**src/mmac_pkg.sv**
```systemverilog
// Purpose: shared types and constants for the multimode multiply-accumulate
// Assumes: one clock, synchronous active-high reset
// Notes:   operand fields are packed from bit 0 upward in every mode
package mmac_pkg;

    // operating modes and arithmetic selections
    typedef enum logic [1:0] {
        MMAC_NORMAL,
        MMAC_DUAL,
        MMAC_QUAD,
        MMAC_FLOAT
    } mmac_mode_e;

    typedef enum logic [1:0] {
        MMAC_MULT,
        MMAC_ADD,
        MMAC_SUB,
        MMAC_ACC
    } mmac_op_e;

    // operand and result widths
    localparam int A_W      = 19;
    localparam int B_W      = 18;
    localparam int R_W      = 48;
    localparam int DA0_W    = 11;
    localparam int DB0_W    = 10;
    localparam int D1_W     = 8;
    localparam int DR_W     = 24;
    localparam int QA0_W    = 7;
    localparam int QB0_W    = 6;
    localparam int Q1_W     = 4;
    localparam int QR_W     = 12;
    localparam int LANES    = 4;
    localparam int SH_W     = 3;
    localparam logic [SH_W-1:0] SHIFT_MAX = 3'h4;

    // brain-float layout
    localparam int BF_W     = 16;
    localparam int BF_EXP_W = 8;
    localparam int BF_MAN_W = 7;
    localparam int BF_BIAS  = 127;
    localparam logic [BF_EXP_W-1:0] BF_EXP_MAX = 8'hff;

    typedef struct packed {
        logic                        valid;
        logic                        acc_load;
        logic [A_W-1:0]              a;
        logic [B_W-1:0]              b;
        logic [R_W-1:0]              c;
        logic [LANES-1:0][SH_W-1:0]  shamt;
    } mmac_in_s;

    typedef struct packed {
        logic           valid;
        logic [R_W-1:0] result;
    } mmac_out_s;

endpackage

```
**src/mmac_lane.sv**
```systemverilog
// Purpose: one integer multiply, shift and add/sub/accumulate lane
// Assumes: ref_clk domain, operands already aligned to bit 0
// Notes:   result register wraps modulo its own width
module mmac_lane
    import mmac_pkg::*;
#(
    parameter int AW = 4,
    parameter int BW = 4,
    parameter int RW = 12
) (
    // clock and reset
    input  wire logic            ref_clk,
    input  wire logic            rst,
    // configuration
    input  wire logic            sgn,
    input  wire mmac_op_e        op,
    // operands
    input  wire logic            en,
    input  wire logic            acc_load,
    input  wire logic [AW-1:0]   a,
    input  wire logic [BW-1:0]   b,
    input  wire logic [RW-1:0]   c,
    input  wire logic [SH_W-1:0] shamt,
    // result
    output logic      [RW-1:0]   acc
);
    localparam int PW = (AW + BW + 2 > RW) ? AW + BW + 2 : RW;

    logic signed [AW:0]   ax;
    logic signed [BW:0]   bx;
    logic signed [PW-1:0] prod;
    logic signed [PW-1:0] shifted;
    logic [SH_W-1:0]      sh;
    logic [RW-1:0]        pr;
    logic [RW-1:0]        next_acc;

    // unsigned operands get a zero top bit so one signed multiplier serves
    assign ax = sgn ? {a[AW-1], a} : {1'b0, a}; // RL7
    assign bx = sgn ? {b[BW-1], b} : {1'b0, b}; // RL7
    assign prod = ax * bx;
    assign sh = (shamt > SHIFT_MAX) ? SHIFT_MAX : shamt;
    assign shifted = prod >>> sh; // RL5
    assign pr = shifted[RW-1:0];

    always_comb begin
        case (op)
            MMAC_MULT: next_acc = pr; // RL10
            MMAC_ADD:  next_acc = pr + c; // RL6
            MMAC_SUB:  next_acc = pr - c; // RL6
            MMAC_ACC:  next_acc = acc_load ? pr : acc + pr; // RL6 RL13
            default:   next_acc = pr;
        endcase
    end

    always_ff @(posedge ref_clk) begin
        if (rst) begin
            acc <= '0;
        end else if (en) begin
            acc <= next_acc;
        end
    end
endmodule // mmac_lane

```
**src/mmac_top.sv**
```systemverilog
// Purpose: multimode multiply-accumulate slice fed by fabric logic
// Assumes: static mode, sign and op parameters; one ref_clk domain
// Notes:   two cycles from in.valid to out.valid in every mode
//
// Operation
// RL1 - Normal mode multiplies 19 by 18 bits into one 48-bit adder/subtractor.
// RL2 - Dual mode runs an 11 by 10 and an 8 by 8 lane, each with a 24-bit adder.
// RL3 - Quad mode runs a 7 by 6 and three 4 by 4 lanes, each 12-bit wide.
// RL4 - Float mode does one fused brain-float multiply-add, rounding once.
// RL5 - A right shift of up to 4 bits applies to every integer lane in use.
// RL6 - Multiply, add, subtract and accumulate are offered, with running sum.
// RL7 - Integer operands are signed or unsigned by a static sign setting.
// RL8 - All lanes of one block share the one sign setting.
// RL9 - The fabric drives the two multiplier operands on inputs a and b.
// RL10 - The product can go straight out or through the add/sub stage.
// RL11 - Exactly four modes exist, chosen per block.
// RL12 - Mode, sign and op are static parameters fixed for operation.
// RL13 - Each integer accumulator wraps modulo its own lane width.
module mmac_top
    import mmac_pkg::*;
#(
    parameter mmac_mode_e MODE        = MMAC_NORMAL, // RL11 RL12
    parameter logic       SIGNED_MODE = 1'b1,        // RL8 RL12
    parameter mmac_op_e   OP          = MMAC_MULT    // RL12
) (
    // clock and reset
    input  wire logic      ref_clk,
    input  wire logic      rst,
    // operands from fabric
    input  wire mmac_in_s  din,
    // results to fabric
    output mmac_out_s      dout
);
    logic [R_W-1:0] lane_res;
    logic           v1;

    // one sign setting for the whole block, no per-lane override
    always_ff @(posedge ref_clk) begin
        if (rst) begin
            v1 <= 1'b0;
        end else begin
            v1 <= din.valid;
        end
    end

    generate
        if (MODE == MMAC_NORMAL) begin : g_normal
            mmac_lane #(.AW(A_W), .BW(B_W), .RW(R_W)) u_lane ( // RL1
                .ref_clk  (ref_clk),
                .rst      (rst),
                .sgn      (SIGNED_MODE),
                .op       (OP),
                .en       (din.valid),
                .acc_load (din.acc_load),
                .a        (din.a), // RL9
                .b        (din.b), // RL9
                .c        (din.c),
                .shamt    (din.shamt[0]),
                .acc      (lane_res)
            );
        end else if (MODE == MMAC_DUAL) begin : g_dual
            mmac_lane #(.AW(DA0_W), .BW(DB0_W), .RW(DR_W)) u_lane0 ( // RL2
                .ref_clk  (ref_clk),
                .rst      (rst),
                .sgn      (SIGNED_MODE),
                .op       (OP),
                .en       (din.valid),
                .acc_load (din.acc_load),
                .a        (din.a[DA0_W-1:0]),
                .b        (din.b[DB0_W-1:0]),
                .c        (din.c[DR_W-1:0]),
                .shamt    (din.shamt[0]),
                .acc      (lane_res[DR_W-1:0])
            );
            mmac_lane #(.AW(D1_W), .BW(D1_W), .RW(DR_W)) u_lane1 ( // RL2
                .ref_clk  (ref_clk),
                .rst      (rst),
                .sgn      (SIGNED_MODE),
                .op       (OP),
                .en       (din.valid),
                .acc_load (din.acc_load),
                .a        (din.a[DA0_W +: D1_W]),
                .b        (din.b[DB0_W +: D1_W]),
                .c        (din.c[DR_W +: DR_W]),
                .shamt    (din.shamt[1]),
                .acc      (lane_res[DR_W +: DR_W])
            );
        end else if (MODE == MMAC_QUAD) begin : g_quad
            mmac_lane #(.AW(QA0_W), .BW(QB0_W), .RW(QR_W)) u_lane0 ( // RL3
                .ref_clk  (ref_clk),
                .rst      (rst),
                .sgn      (SIGNED_MODE),
                .op       (OP),
                .en       (din.valid),
                .acc_load (din.acc_load),
                .a        (din.a[QA0_W-1:0]),
                .b        (din.b[QB0_W-1:0]),
                .c        (din.c[QR_W-1:0]),
                .shamt    (din.shamt[0]),
                .acc      (lane_res[QR_W-1:0])
            );
            for (genvar i = 1; i < LANES; i++) begin : g_small
                mmac_lane #(.AW(Q1_W), .BW(Q1_W), .RW(QR_W)) u_lane ( // RL3
                    .ref_clk  (ref_clk),
                    .rst      (rst),
                    .sgn      (SIGNED_MODE),
                    .op       (OP),
                    .en       (din.valid),
                    .acc_load (din.acc_load),
                    .a        (din.a[QA0_W + (i-1)*Q1_W +: Q1_W]),
                    .b        (din.b[QB0_W + (i-1)*Q1_W +: Q1_W]),
                    .c        (din.c[i*QR_W +: QR_W]),
                    .shamt    (din.shamt[i]), // RL5
                    .acc      (lane_res[i*QR_W +: QR_W])
                );
            end
        end else begin : g_float
            logic [BF_W-1:0] facc;
            logic [BF_W-1:0] next_facc;
            logic            zs;
            logic [BF_EXP_W-1:0] ze;
            logic [BF_MAN_W-1:0] zf;

            // addend picked by the static op; subtract flips its sign
            always_comb begin
                case (OP)
                    MMAC_ADD: {zs, ze, zf} = din.c[BF_W-1:0];
                    MMAC_SUB: {zs, ze, zf} = din.c[BF_W-1:0] ^ 16'h8000;
                    MMAC_ACC: {zs, ze, zf} = din.acc_load ? 16'h0000 : facc;
                    default:  {zs, ze, zf} = 16'h0000; // RL10
                endcase
            end

            // exact product and sum, one rounding at the end
            // subnormals flush to zero; no nan or infinity inputs handled
            always_comb begin
                int   ea;
                int   eb;
                int   kp;
                int   kz;
                int   kb;
                int   d;
                int   lead;
                int   ex;
                logic sp;
                logic [15:0] mp;
                logic [15:0] mz;
                logic [33:0] mb;
                logic [33:0] ms;
                logic        sb;
                logic        ss;
                logic signed [34:0] sum;
                logic [32:0] mag;
                logic [32:0] norm;
                logic [8:0]  mant;
                kb = 0;
                d  = 0;
                mb = '0;
                ms = '0;
                sb = 1'b0;
                ss = 1'b0;
                ea = int'(din.a[BF_W-2 -: BF_EXP_W]);
                eb = int'(din.b[BF_W-2 -: BF_EXP_W]);
                kp = ea + eb - BF_BIAS;
                kz = int'(ze);
                sp = din.a[BF_W-1] ^ din.b[BF_W-1];
                mp = (ea == 0 || eb == 0) ? 16'h0000 :
                     {8'h00, 1'b1, din.a[BF_MAN_W-1:0]} *
                     {8'h00, 1'b1, din.b[BF_MAN_W-1:0]}; // RL4
                mz = (kz == 0) ? 16'h0000 : {1'b0, 1'b1, zf, 7'h00};
                if (mp == 16'h0000) begin
                    kp = 0;
                end
                if (kp >= kz) begin
                    kb = kp;
                    d  = kp - kz;
                    mb = {2'b00, mp, 16'h0000};
                    ms = {2'b00, mz, 16'h0000};
                    sb = sp;
                    ss = zs;
                end else begin
                    kb = kz;
                    d  = kz - kp;
                    mb = {2'b00, mz, 16'h0000};
                    ms = {2'b00, mp, 16'h0000};
                    sb = zs;
                    ss = sp;
                end
                ms = (d > 31) ? 34'h0 : ms >> d;
                sum = (sb ? -$signed({1'b0, mb}) : $signed({1'b0, mb})) +
                      (ss ? -$signed({1'b0, ms}) : $signed({1'b0, ms}));
                mag = sum[34] ? 33'(-sum) : sum[32:0];
                lead = 0;
                for (int i = 0; i < 33; i++) begin
                    if (mag[i]) begin
                        lead = i;
                    end
                end
                norm = mag << (32 - lead);
                mant = {1'b0, norm[32:25]} + {8'h00, norm[24]};
                ex = lead + kb - 30;
                if (mant[8]) begin
                    mant = mant >> 1;
                    ex = ex + 1;
                end
                if (mag == 33'h0 || ex <= 0) begin
                    next_facc = 16'h0000;
                end else if (ex >= int'(BF_EXP_MAX)) begin
                    next_facc = {sum[34], BF_EXP_MAX, 7'h00};
                end else begin
                    next_facc = {sum[34], ex[BF_EXP_W-1:0],
                                 mant[BF_MAN_W-1:0]}; // RL4 RL6
                end
            end

            always_ff @(posedge ref_clk) begin
                if (rst) begin
                    facc <= '0;
                end else if (din.valid) begin
                    facc <= next_facc;
                end
            end

            assign lane_res = {32'h0000_0000, facc};
        end
    endgenerate

    // result register; only the lanes of the chosen mode are built
    always_ff @(posedge ref_clk) begin
        if (rst) begin
            dout <= '0;
        end else begin
            dout.valid  <= v1;
            dout.result <= lane_res;
        end
    end
endmodule // mmac_top

```
**config.mk**
```make
export PLATFORM = sky130hd
export DESIGN_NAME = mmac_top
export DESIGN_NICKNAME = d
export VERILOG_FILES = /design/src/mmac_pkg.sv /design/src/mmac_lane.sv /design/src/mmac_top.sv
export SDC_FILE = /design/constraint.sdc
export NUM_CORES = 1
export LEC_CHECK = 0
export ABC_AREA = 0
export BUFFER_PORTS_ARGS = -buffer_cell sky130_fd_sc_hd__buf_2
export CORE_MARGIN = 2
export CORE_UTILIZATION = 60
export CTS_BUF_LIST = sky130_fd_sc_hd__clkbuf_8
export DETAILED_ROUTE_END_ITERATION = 10
export GPL_ROUTABILITY_DRIVEN = 1
export PLACE_DENSITY_LB_ADDON = 0.3
export SYNTH_ARGS = -nofsm -noshare
export SYNTH_HDL_FRONTEND = slang
export SYNTH_HIERARCHICAL = 1
export SYNTH_SLANG_ARGS = --single-unit
```
**constraint.sdc**
```tcl
create_clock -name ref_clk -period 15.1 [get_ports ref_clk]
set_input_delay 3.02 -clock ref_clk [delete_from_list [all_inputs] [get_ports ref_clk]]
set_output_delay 3.02 -clock ref_clk [all_outputs]
set_load 0.05 [all_outputs]
```
==> reports/qor.txt, run 1 <==
Main synth FF type -> dfxtp_1
Die area -> 43400 um2
Peak Freq -> 74.5 MHz
Clk_skew -> 0.0122 ns
Post-placement cell count -> 3567
Vias per cell -> 6.04
GPL Wtd Cong -> 0.991
Initial antenna violation count -> 0
Initial core utilization -> 0.610
Worst-margin pin slew -> 1.92 ns
Die Width -> 208 um
Iteration-0 DRC Markers -> 1819
DRC violations left -> 0
CTS tree -> built
Share of layout cells above drive strength 1 -> 0.0698
Worst-path fanout max -> 23
EDFF count, synth -> 0
Max incr delay on CP -> 0.83 ns
Syn Std Cell Area -> 25000 um2
Syn_area_per_cell -> 8.22 um2
Post-synthesis register bit count -> 98
Core Rows -> 74
Hold Fails Final Rpt -> 0
Cell mode on critical path -> fa_1
CORE AREA -> 41000 um2
Clock Latency Late Sink -> 0.41 ns
WL/cell -> 18.8 um
CTS Hold Bufs -> 0
CTS H-tree lvls -> 3
Num CTS Buffers -> 9
Yosys warnings -> 6
Sequential fraction of the synthesis area -> 0.0784
Placed Area -> 25800 um2
CP required -> 15.41 ns
Post-cts sizing count -> 0
Clock Tree Buf Depth -> 2
RSZ-0062 raised after global routing -> false
Ys async rst share -> 0
Clk sinks -> 98
Setup Total Neg Slack -> 0 ns
Period utilization -> 0.888
Io pins -> 150
Run status -> complete, but fails checks
Worst EP arrival -> 13.72 ns
Post-CTS Setup Bufs -> 0
Die height -> 208 um
Rel. slew slack -> -0.280
Post-route cell area -> 26100 um2
Synth-to-Final Area Change -> 4.10%
Post-DP HPWL -> 54.5 mm
Reg2Reg Depth -> 15
Detailed-router iteration count before antenna repair -> 6
Clk slew on worst S/H paths -> 0.11 ns
Failing checks -> max-slew violations
Hold crit path type -> reg2reg
Final Util -> 0.635
Setup violators final -> 0
Critical path endpoint category -> register
CP Launch Type -> primary input
Crit-path slowest cell -> fa_1
Fin. max-slew vios -> 20
All-Layer GR Usage -> 0.313
Vias -> 21700
Hold Path Stages -> 1
PortBufs -> 140
Root buffer cell -> clkbuf_8
Global-route wire length before repair -> 110 mm
Crit Path Category -> in2reg
FILL cells -> 3610
GRT overflow -> 0
Pin count of the biggest net entering global routing -> 81
# nets final -> 3734
Max-Cap Viols -> 0
Reg2reg setup slack -> 10.52 ns
Non-filler instance count after layout -> 3585
Post-route minimum period -> 13.42 ns
Final antenna-violating net count -> 0
Syn Inst Count -> 3044
Number of global-route vias before repair -> 21500
Cell variety after synth -> 96
WL final -> 67.5 mm
-- cells in the final DEF, fill, tap and decap left out, drive strengths merged, types with 17 or more instances in the layout --
cell type  count
nor2b         66
a31oi         32
buf          147
and2         165
fa           388
mux2          17
nor3          43
nand3         28
and3          17
dfxtp         98
o21a          27
xor2          55
inv          453
nand2b        20
xnor2        108
a21o          54
nand4         26
a211oi        34
ha           199
a21oi        173
a22oi         17
nor2         177
mux2i         22
nand2        349
o21ai         96
-- worst max-delay path: cells and delay by family --
family	cells	cell delay [ns]
buf+inv	3	0.84
simple gates	10	1.57
fa+ha+maj	9	4.53
xor+xnor	2	0.26
mux	1	0.31
compound gates	11	3.16
-- registers in the layout (all words and copies together) (netlist names) --
register and count:
dout 49, v1 1, g_normal.u_lane/acc 48
-- stage by stage --
stage | hold slack, ns | setup slack (ns)
5_1_grt | 0.492 | 1.16
4_1_cts | 0.465 | 1.80
2_1_floorplan | 0.414 | 2.88
3_3_place_gp | 0.426 | 1.63
6_report | 0.466 | 1.68
3_5_place_dp | 0.437 | 1.42
-- cell usage after synthesis (all sizes together), types with 43 or more instances --
| master | n | share of area |
|---|---|---|
| fa | 388 | 0.31 |
| nor2b | 66 | 0.017 |
| nor2 | 177 | 0.027 |
| clkbuf | 148 | 0.022 |
| nand2 | 349 | 0.052 |
| xnor2 | 108 | 0.039 |
| dfxtp | 98 | 0.078 |
| o21ai | 96 | 0.019 |
| ha | 199 | 0.10 |
| xor2 | 55 | 0.019 |
| a21o | 54 | 0.016 |
| nor3 | 43 | 0.0093 |
| a21oi | 173 | 0.035 |
| inv | 451 | 0.068 |
| and2 | 165 | 0.041 |
-- worst paths after layout --
check / startpoint / to
worst max-delay path: din[96] / g_normal.u_lane/acc[45]
worst min-delay path: v1 / dout[48]
worst max register to register: g_normal.u_lane/acc[0] / g_normal.u_lane/acc[44]
worst min register to register: v1 / dout[48]
-- layer usage --
| metal | up-vias | wire length, um | track usage |
|---|---|---|---|
| met5 | - | 0 | 0 |
| met4 | 0 | 1910 | 0.0935 |
| met3 | 134 | 5130 | 0.0429 |
| met2 | 884 | 32300 | 0.518 |
| met1 | 10700 | 28200 | 0.429 |
| li1 | 9939 | - | - |
-- cell type report --
cell class                      count  area (um2)  area share
Antenna cell                        2        5.00    0.000192
Clock buffer                        9         124     0.00475
Clock inverter                      7        73.8     0.00283
Inverter                          452        1700      0.0651
Multi-Input combinational cell   2338       20800       0.797
Sequential cell                    98        1960      0.0753
Tap cell                          532         666      0.0256
Timing Repair Buffer              147         753      0.0289
-- cell families (layout without fill, tap and decap cells) --
| kind of cell | after synthesis | after routing | synth area share |
|---|---|---|---|
| buffers and inverters | 615 | 615 | 0.0931 |
| other | 2 | 11 | 0.000300 |
| multiplexers | 39 | 39 | 0.0164 |
| AND/OR/NAND/NOR | 946 | 946 | 0.186 |
| adder cells (fa/ha/maj) | 587 | 587 | 0.410 |
| XOR/XNOR | 163 | 163 | 0.0587 |
| flip-flops | 98 | 98 | 0.0784 |
| AO/OA/AOI/OAI | 594 | 594 | 0.157 |
Power of run 1 is not shown: default switching activity piles up to over one toggle a cycle in this logic, so the estimate is an artifact.
==> run 2, diff against run 1 <==
--- a/config.mk
+++ b/config.mk
@@ -12,6 +12,7 @@
 export CTS_BUF_LIST = sky130_fd_sc_hd__clkbuf_8
 export DETAILED_ROUTE_END_ITERATION = 10
 export GPL_ROUTABILITY_DRIVEN = 1
+export MAX_ROUTING_LAYER = met4
 export PLACE_DENSITY_LB_ADDON = 0.3
 export SYNTH_ARGS = -nofsm -noshare
 export SYNTH_HDL_FRONTEND = slang
==> run 2 against run 1 <==
  * The run still ends with max-slew violations left
  * Register-to-register slack gained 0.17 ns
  * Core utilization stayed put
  * Clock skew up 0.00081 ns
  * Non-clock buffer count is 1 higher
  * Sequential cell count unchanged
  * Via count barely moved
  * Maximum frequency decreased by 1.0%
  * Highest routed layer unchanged
==> reports/qor.txt, run 2 (synthesized netlist as in run 1, its figures left out) <==
CP Buf/Inv Count -> 3
Root buffer cell -> clkbuf_8
Period utilization -> 0.898
Max-Cap Viols -> 0
Crit path max-delay family -> adder cells
Iteration-0 DRC Markers -> 1729
Run status -> complete, but fails checks
Crit-path slowest cell -> fa_1
Post-cts sizing count -> 0
CP Launch Type -> primary input
# nets final -> 3735
Commonest non-fill, non-tap cell in the layout -> inv_1
Setup Total Neg Slack -> 0 ns
Share of layout cells above drive strength 1 -> 0.0701
# diodes -> 0
Worst-margin pin slew -> 1.88 ns
Peak Freq -> 73.8 MHz
Max incr delay on CP -> 0.83 ns
Clk sinks -> 98
Number of global-route vias before repair -> 21800
Placed Area -> 25900 um2
Initial antenna violation count -> 0
Die Width -> 208 um
GRT overflow -> 0
Hold crit path type -> reg2reg
Post-route cell area -> 26100 um2
CTS tree -> built
CP required -> 15.42 ns
DRC violations left -> 0
Most frequent cells in the layout -> inv_1 (451), fa_1 (388), nand2_1 (349)
All-Layer GR Usage -> 0.326
Die height -> 208 um
CTS H-tree lvls -> 3
Post-CTS Setup Bufs -> 0
Crit Path Category -> in2reg
Rel. slew slack -> -0.258
Fin. max-slew vios -> 20
Initial core utilization -> 0.610
Vias -> 21700
Synth-to-Final Area Change -> 4.10%
CTS Hold Bufs -> 0
Pin count of the biggest net entering global routing -> 80
Post-placement cell count -> 3568
Vias per cell -> 6.05
Io pins -> 150
Clock Latency Late Sink -> 0.42 ns
Cell mode on critical path -> fa_1
Worst EP arrival -> 13.88 ns
Clk_skew -> 0.0130 ns
WL final -> 67.5 mm
Max reg flops -> 49
Post-route minimum period -> 13.56 ns
Clock Tree Buf Depth -> 2
Hold Fails Final Rpt -> 0
Num CTS Buffers -> 9
Hold_ws -> 0.457 ns
Worst-path fanout max -> 23
Final antenna-violating net count -> 0
Critical path endpoint category -> register
Core Rows -> 74
Failing checks -> max-slew violations
Non-filler instance count after layout -> 3584
Detailed-router iteration count before antenna repair -> 5
GPL Wtd Cong -> 1.01
WL/cell -> 18.8 um
CORE AREA -> 41000 um2
PortBufs -> 140
Post-DP HPWL -> 54.6 mm
Clk slew on worst S/H paths -> 0.11 ns
Reg with most FFs -> dout
RSZ-0062 raised after global routing -> false
Setup violators final -> 0
Global-route wire length before repair -> 111 mm
Top Registers -> dout: 49 flops, g_normal.u_lane/acc: 48 flops, v1: 1 flops
Die area -> 43400 um2
## run 2: cell count changes in the layout (fill, tap and decap cells not counted), sizes merged
cell,previous run,this run
diode,2,0
clkinv,6,5
buf,147,148
clkbuf,9,10
## run 2: cell type report
type | instances | area [um2]
Multi-Input combinational cell | 2338 | 20800
Fill cell | 3539 | 15000
Sequential cell | 98 | 1960
Inverter | 452 | 1700
Timing Repair Buffer | 148 | 761
Tap cell | 532 | 666
Clock buffer | 10 | 138
Clock inverter | 6 | 57.6
## run 2: worst paths after layout
path	from	end	slack, ns	cells past startpoint
setup / recovery	din[96]	g_normal.u_lane/acc[45]	1.54	36
hold / removal	v1	dout[48]	0.46	1
setup reg to reg	g_normal.u_lane/acc[0]	g_normal.u_lane/acc[44]	10.69	15
hold reg to reg	v1	dout[48]	0.46	1
## run 2: layer usage
layer / GRT usage / part of all wire
met3: 0.0468 / 0.080
met2: 0.515 / 0.48
met4: 0.121 / 0.036
met1: 0.429 / 0.41
met5: - / 0
## run 2: per-stage QoR
step | utilization | worst slack [ns]
after floorplan | - | 2.88
after global placement | 0.630 | 1.63
after detailed placement | 0.630 | 1.36
after CTS | 0.635 | 1.77
after global routing | 0.635 | 0.945
final | 0.635 | 1.54
Power of run 2 is left out for the same reason.
==> run 3, diff against run 2 <==
--- a/config.mk
+++ b/config.mk
@@ -16,5 +16,4 @@
 export PLACE_DENSITY_LB_ADDON = 0.3
 export SYNTH_ARGS = -nofsm -noshare
 export SYNTH_HDL_FRONTEND = slang
-export SYNTH_HIERARCHICAL = 1
 export SYNTH_SLANG_ARGS = --single-unit
==> run 3 against run 2 <==
  * The flow now finishes without violations
  * Synthesized area shrank 34%
  * Critical path depth decreased by 15
  * Sequential share of layout area rose by 1.4 points
==> reports/qor.txt, run 3 <==
Max-Cap Viols -> 0
Clock Tree Buf Depth -> 2
Iteration-0 DRC Markers -> 772
CP Launch Type -> primary input
Die Width -> 169 um
Hold crit path type -> reg2reg
PortBufs -> 91
FILL cells -> 2273
CTS Hold Bufs -> 0
Sequential fraction of the synthesis area -> 0.0928
Synth top area share -> 0.421
Met2 wire length -> 19.3 mm
GRT overflow -> 0
Synthesized Nets -> 2365
Clk_skew -> 0.00588 ns
Most frequent cells in the layout -> inv_1 (381), fa_1 (345), nand2_1 (193)
Top Registers -> dout: 38 flops, g_normal.u_lane.acc: 37 flops, v1: 1 flops
# nets final -> 2372
Core Rows -> 60
Ys async rst share -> 0
Multiplexer area fraction after synthesis -> 0.0190
CORE AREA -> 26900 um2
Critical path endpoint category -> register
Clock Latency Late Sink -> 0.34 ns
Met1 WL -> 14.0 mm
Run status -> completed
Post-synthesis register bit count -> 76
RSZ-0062 raised after global routing -> false
Worst EP arrival -> 10.12 ns
Number of global-route vias before repair -> 13500
Crit Path Category -> in2reg
Die height -> 169 um
Pre-CTS setup slack -> 5.03 ns
Peak Freq -> 102 MHz
Largest cells by area after synthesis -> fa_1 (42%), dfxtp_1 (9.3%), inv_1 (8.7%)
Synth cell count leaders -> inv_1 (379), fa_1 (345), nand2_1 (193)
Max reg flops -> 38
CP required -> 15.39 ns
Compound-cell area share of the yosys netlist -> 0.0933
Main synth FF type -> dfxtp_1
Most common cell in the synthesized netlist -> inv_1
# diodes -> 0
Yosys warnings -> 0
Num CTS Buffers -> 9
Reg with most FFs -> dout
Final antenna-violating net count -> 0
Vias -> 12300
Simple logic cell fraction of the synthesized area -> 0.170
EDFF count, synth -> 0
GPL Wtd Cong -> 0.886
CTS H-tree lvls -> 3
Worst-path fanout max -> 19
Initial core utilization -> 0.610
Initial antenna violation count -> 0
Synth Area in XOR/XNOR -> 0.0192
Die area -> 28700 um2
Worst-margin pin slew -> 1.01 ns
Cell variety after synth -> 72
Syn_area_per_cell -> 8.99 um2
Met3 WL post-DR -> 1.41 mm
Fin. max-slew vios -> 0
Post-cts sizing count -> 0
Syn Std Cell Area -> 16400 um2
Post-Synth Adder-Cell Area -> 0.494
Share of layout cells above drive strength 1 -> 0.0703
Top Layer Used -> met4
Io pins -> 150
Detailed-router iteration count before antenna repair -> 5
DRC violations left -> 0
All-Layer GR Usage -> 0.280
Period utilization -> 0.651
Clk slew on worst S/H paths -> 0.07 ns
Rel. slew slack -> 0.324
Setup violators final -> 0
Global-route wire length before repair -> 62.7 mm
Hold Fails Final Rpt -> 0
WL final -> 36.2 mm
Synth-to-Final Area Change -> 3.99%
Clk sinks -> 76
Post-route minimum period -> 9.83 ns
WL/cell -> 16.6 um
Combinational family with the most area after synthesis -> adder cells
Cell accounting for the most synthesized area -> fa_1
Post-DP HPWL -> 30.0 mm
CTS tree -> built
Post-CTS Setup Bufs -> 0
Setup Total Neg Slack -> 0 ns
Vias per cell -> 5.64
Setup ws final -> 5.27 ns
Commonest non-fill, non-tap cell in the layout -> inv_1
Syn Inst Count -> 1824
Pin count of the biggest net entering global routing -> 66
Root buffer cell -> clkbuf_8
run 3: changes by cell type after synthesis, sizes merged, moves of 27 or more:
cell,before,now
a21o,54,16
a21oi,173,50
clkbuf,148,79
fa,388,345
ha,199,95
inv,451,380
nand2,349,193
nor2,177,69
nor3,43,16
o21ai,96,28
xnor2,108,28
xor2,55,8
run 3: final timing paths:
| path | start | endpoint | slack, ns | cells after the start |
|---|---|---|---|---|
| setup / recovery | din[63] | g_normal.u_lane.acc[30] | 5.27 | 21 |
| hold / removal | v1 | dout[48] | 0.44 | 1 |
| setup reg to reg | g_normal.u_lane.acc[25] | g_normal.u_lane.acc[25] | 14.25 | 2 |
| hold reg to reg | v1 | dout[48] | 0.44 | 1 |
run 3: through the flow:
stage	instance area, um2	utilization	hold slack, ns	cells
detailed placement	16900	0.628	0.430	2161
global route	17100	0.635	0.478	2177
floorplan	16400	-	0.414	1824
finish	17100	0.635	0.443	2177
CTS	17100	0.635	0.448	2177
global placement	16900	0.628	0.430	2161
run 3: cell type report:
class	instances	area, um2	area share
Clock buffer	10	138	0.00807
Clock inverter	6	32.5	0.00191
Inverter	380	1430	0.0836
Multi-Input combinational cell	1270	13000	0.764
Sequential cell	76	1520	0.0892
Tap cell	341	427	0.0250
Timing Repair Buffer	94	478	0.0280
run 3: critical path: stages:
cell,delay [ns]
buf_2,0.36
nand2_1,0.23
fa_1,0.59
inv_1,0.15
fa_1,0.89
fa_1,0.54
fa_1,0.51
fa_1,0.49
inv_1,0.06
fa_1,0.48
inv_1,0.04
ha_1,0.36
a21o_1,0.22
a21o_1,0.17
a21oi_1,0.27
nor2b_1,0.15
or4b_2,0.64
o211ai_2,0.28
nand2_1,0.11
a221oi_1,0.37
o21a_1,0.16
run 3: kinds of logic (layout without fill, tap and decap cells):
kind of cell	Yosys count	in the layout
xor gates and xnor gates	36	36
buffers and inverters	478	490
and+or+nand+nor	549	549
AOI/OAI and AO/OA	217	217
muxes	28	28
adders and majority gates	440	440
DFF	76	76
run 3: routing by layer:
layer | GRT usage | vias up
li1 | - | 5590
met1 | 0.326 | 6206
met2 | 0.503 | 359
met3 | 0.0231 | 115
met4 | 0.113 | 0
met5 | - | -
Power of run 3 is left out for the same reason.
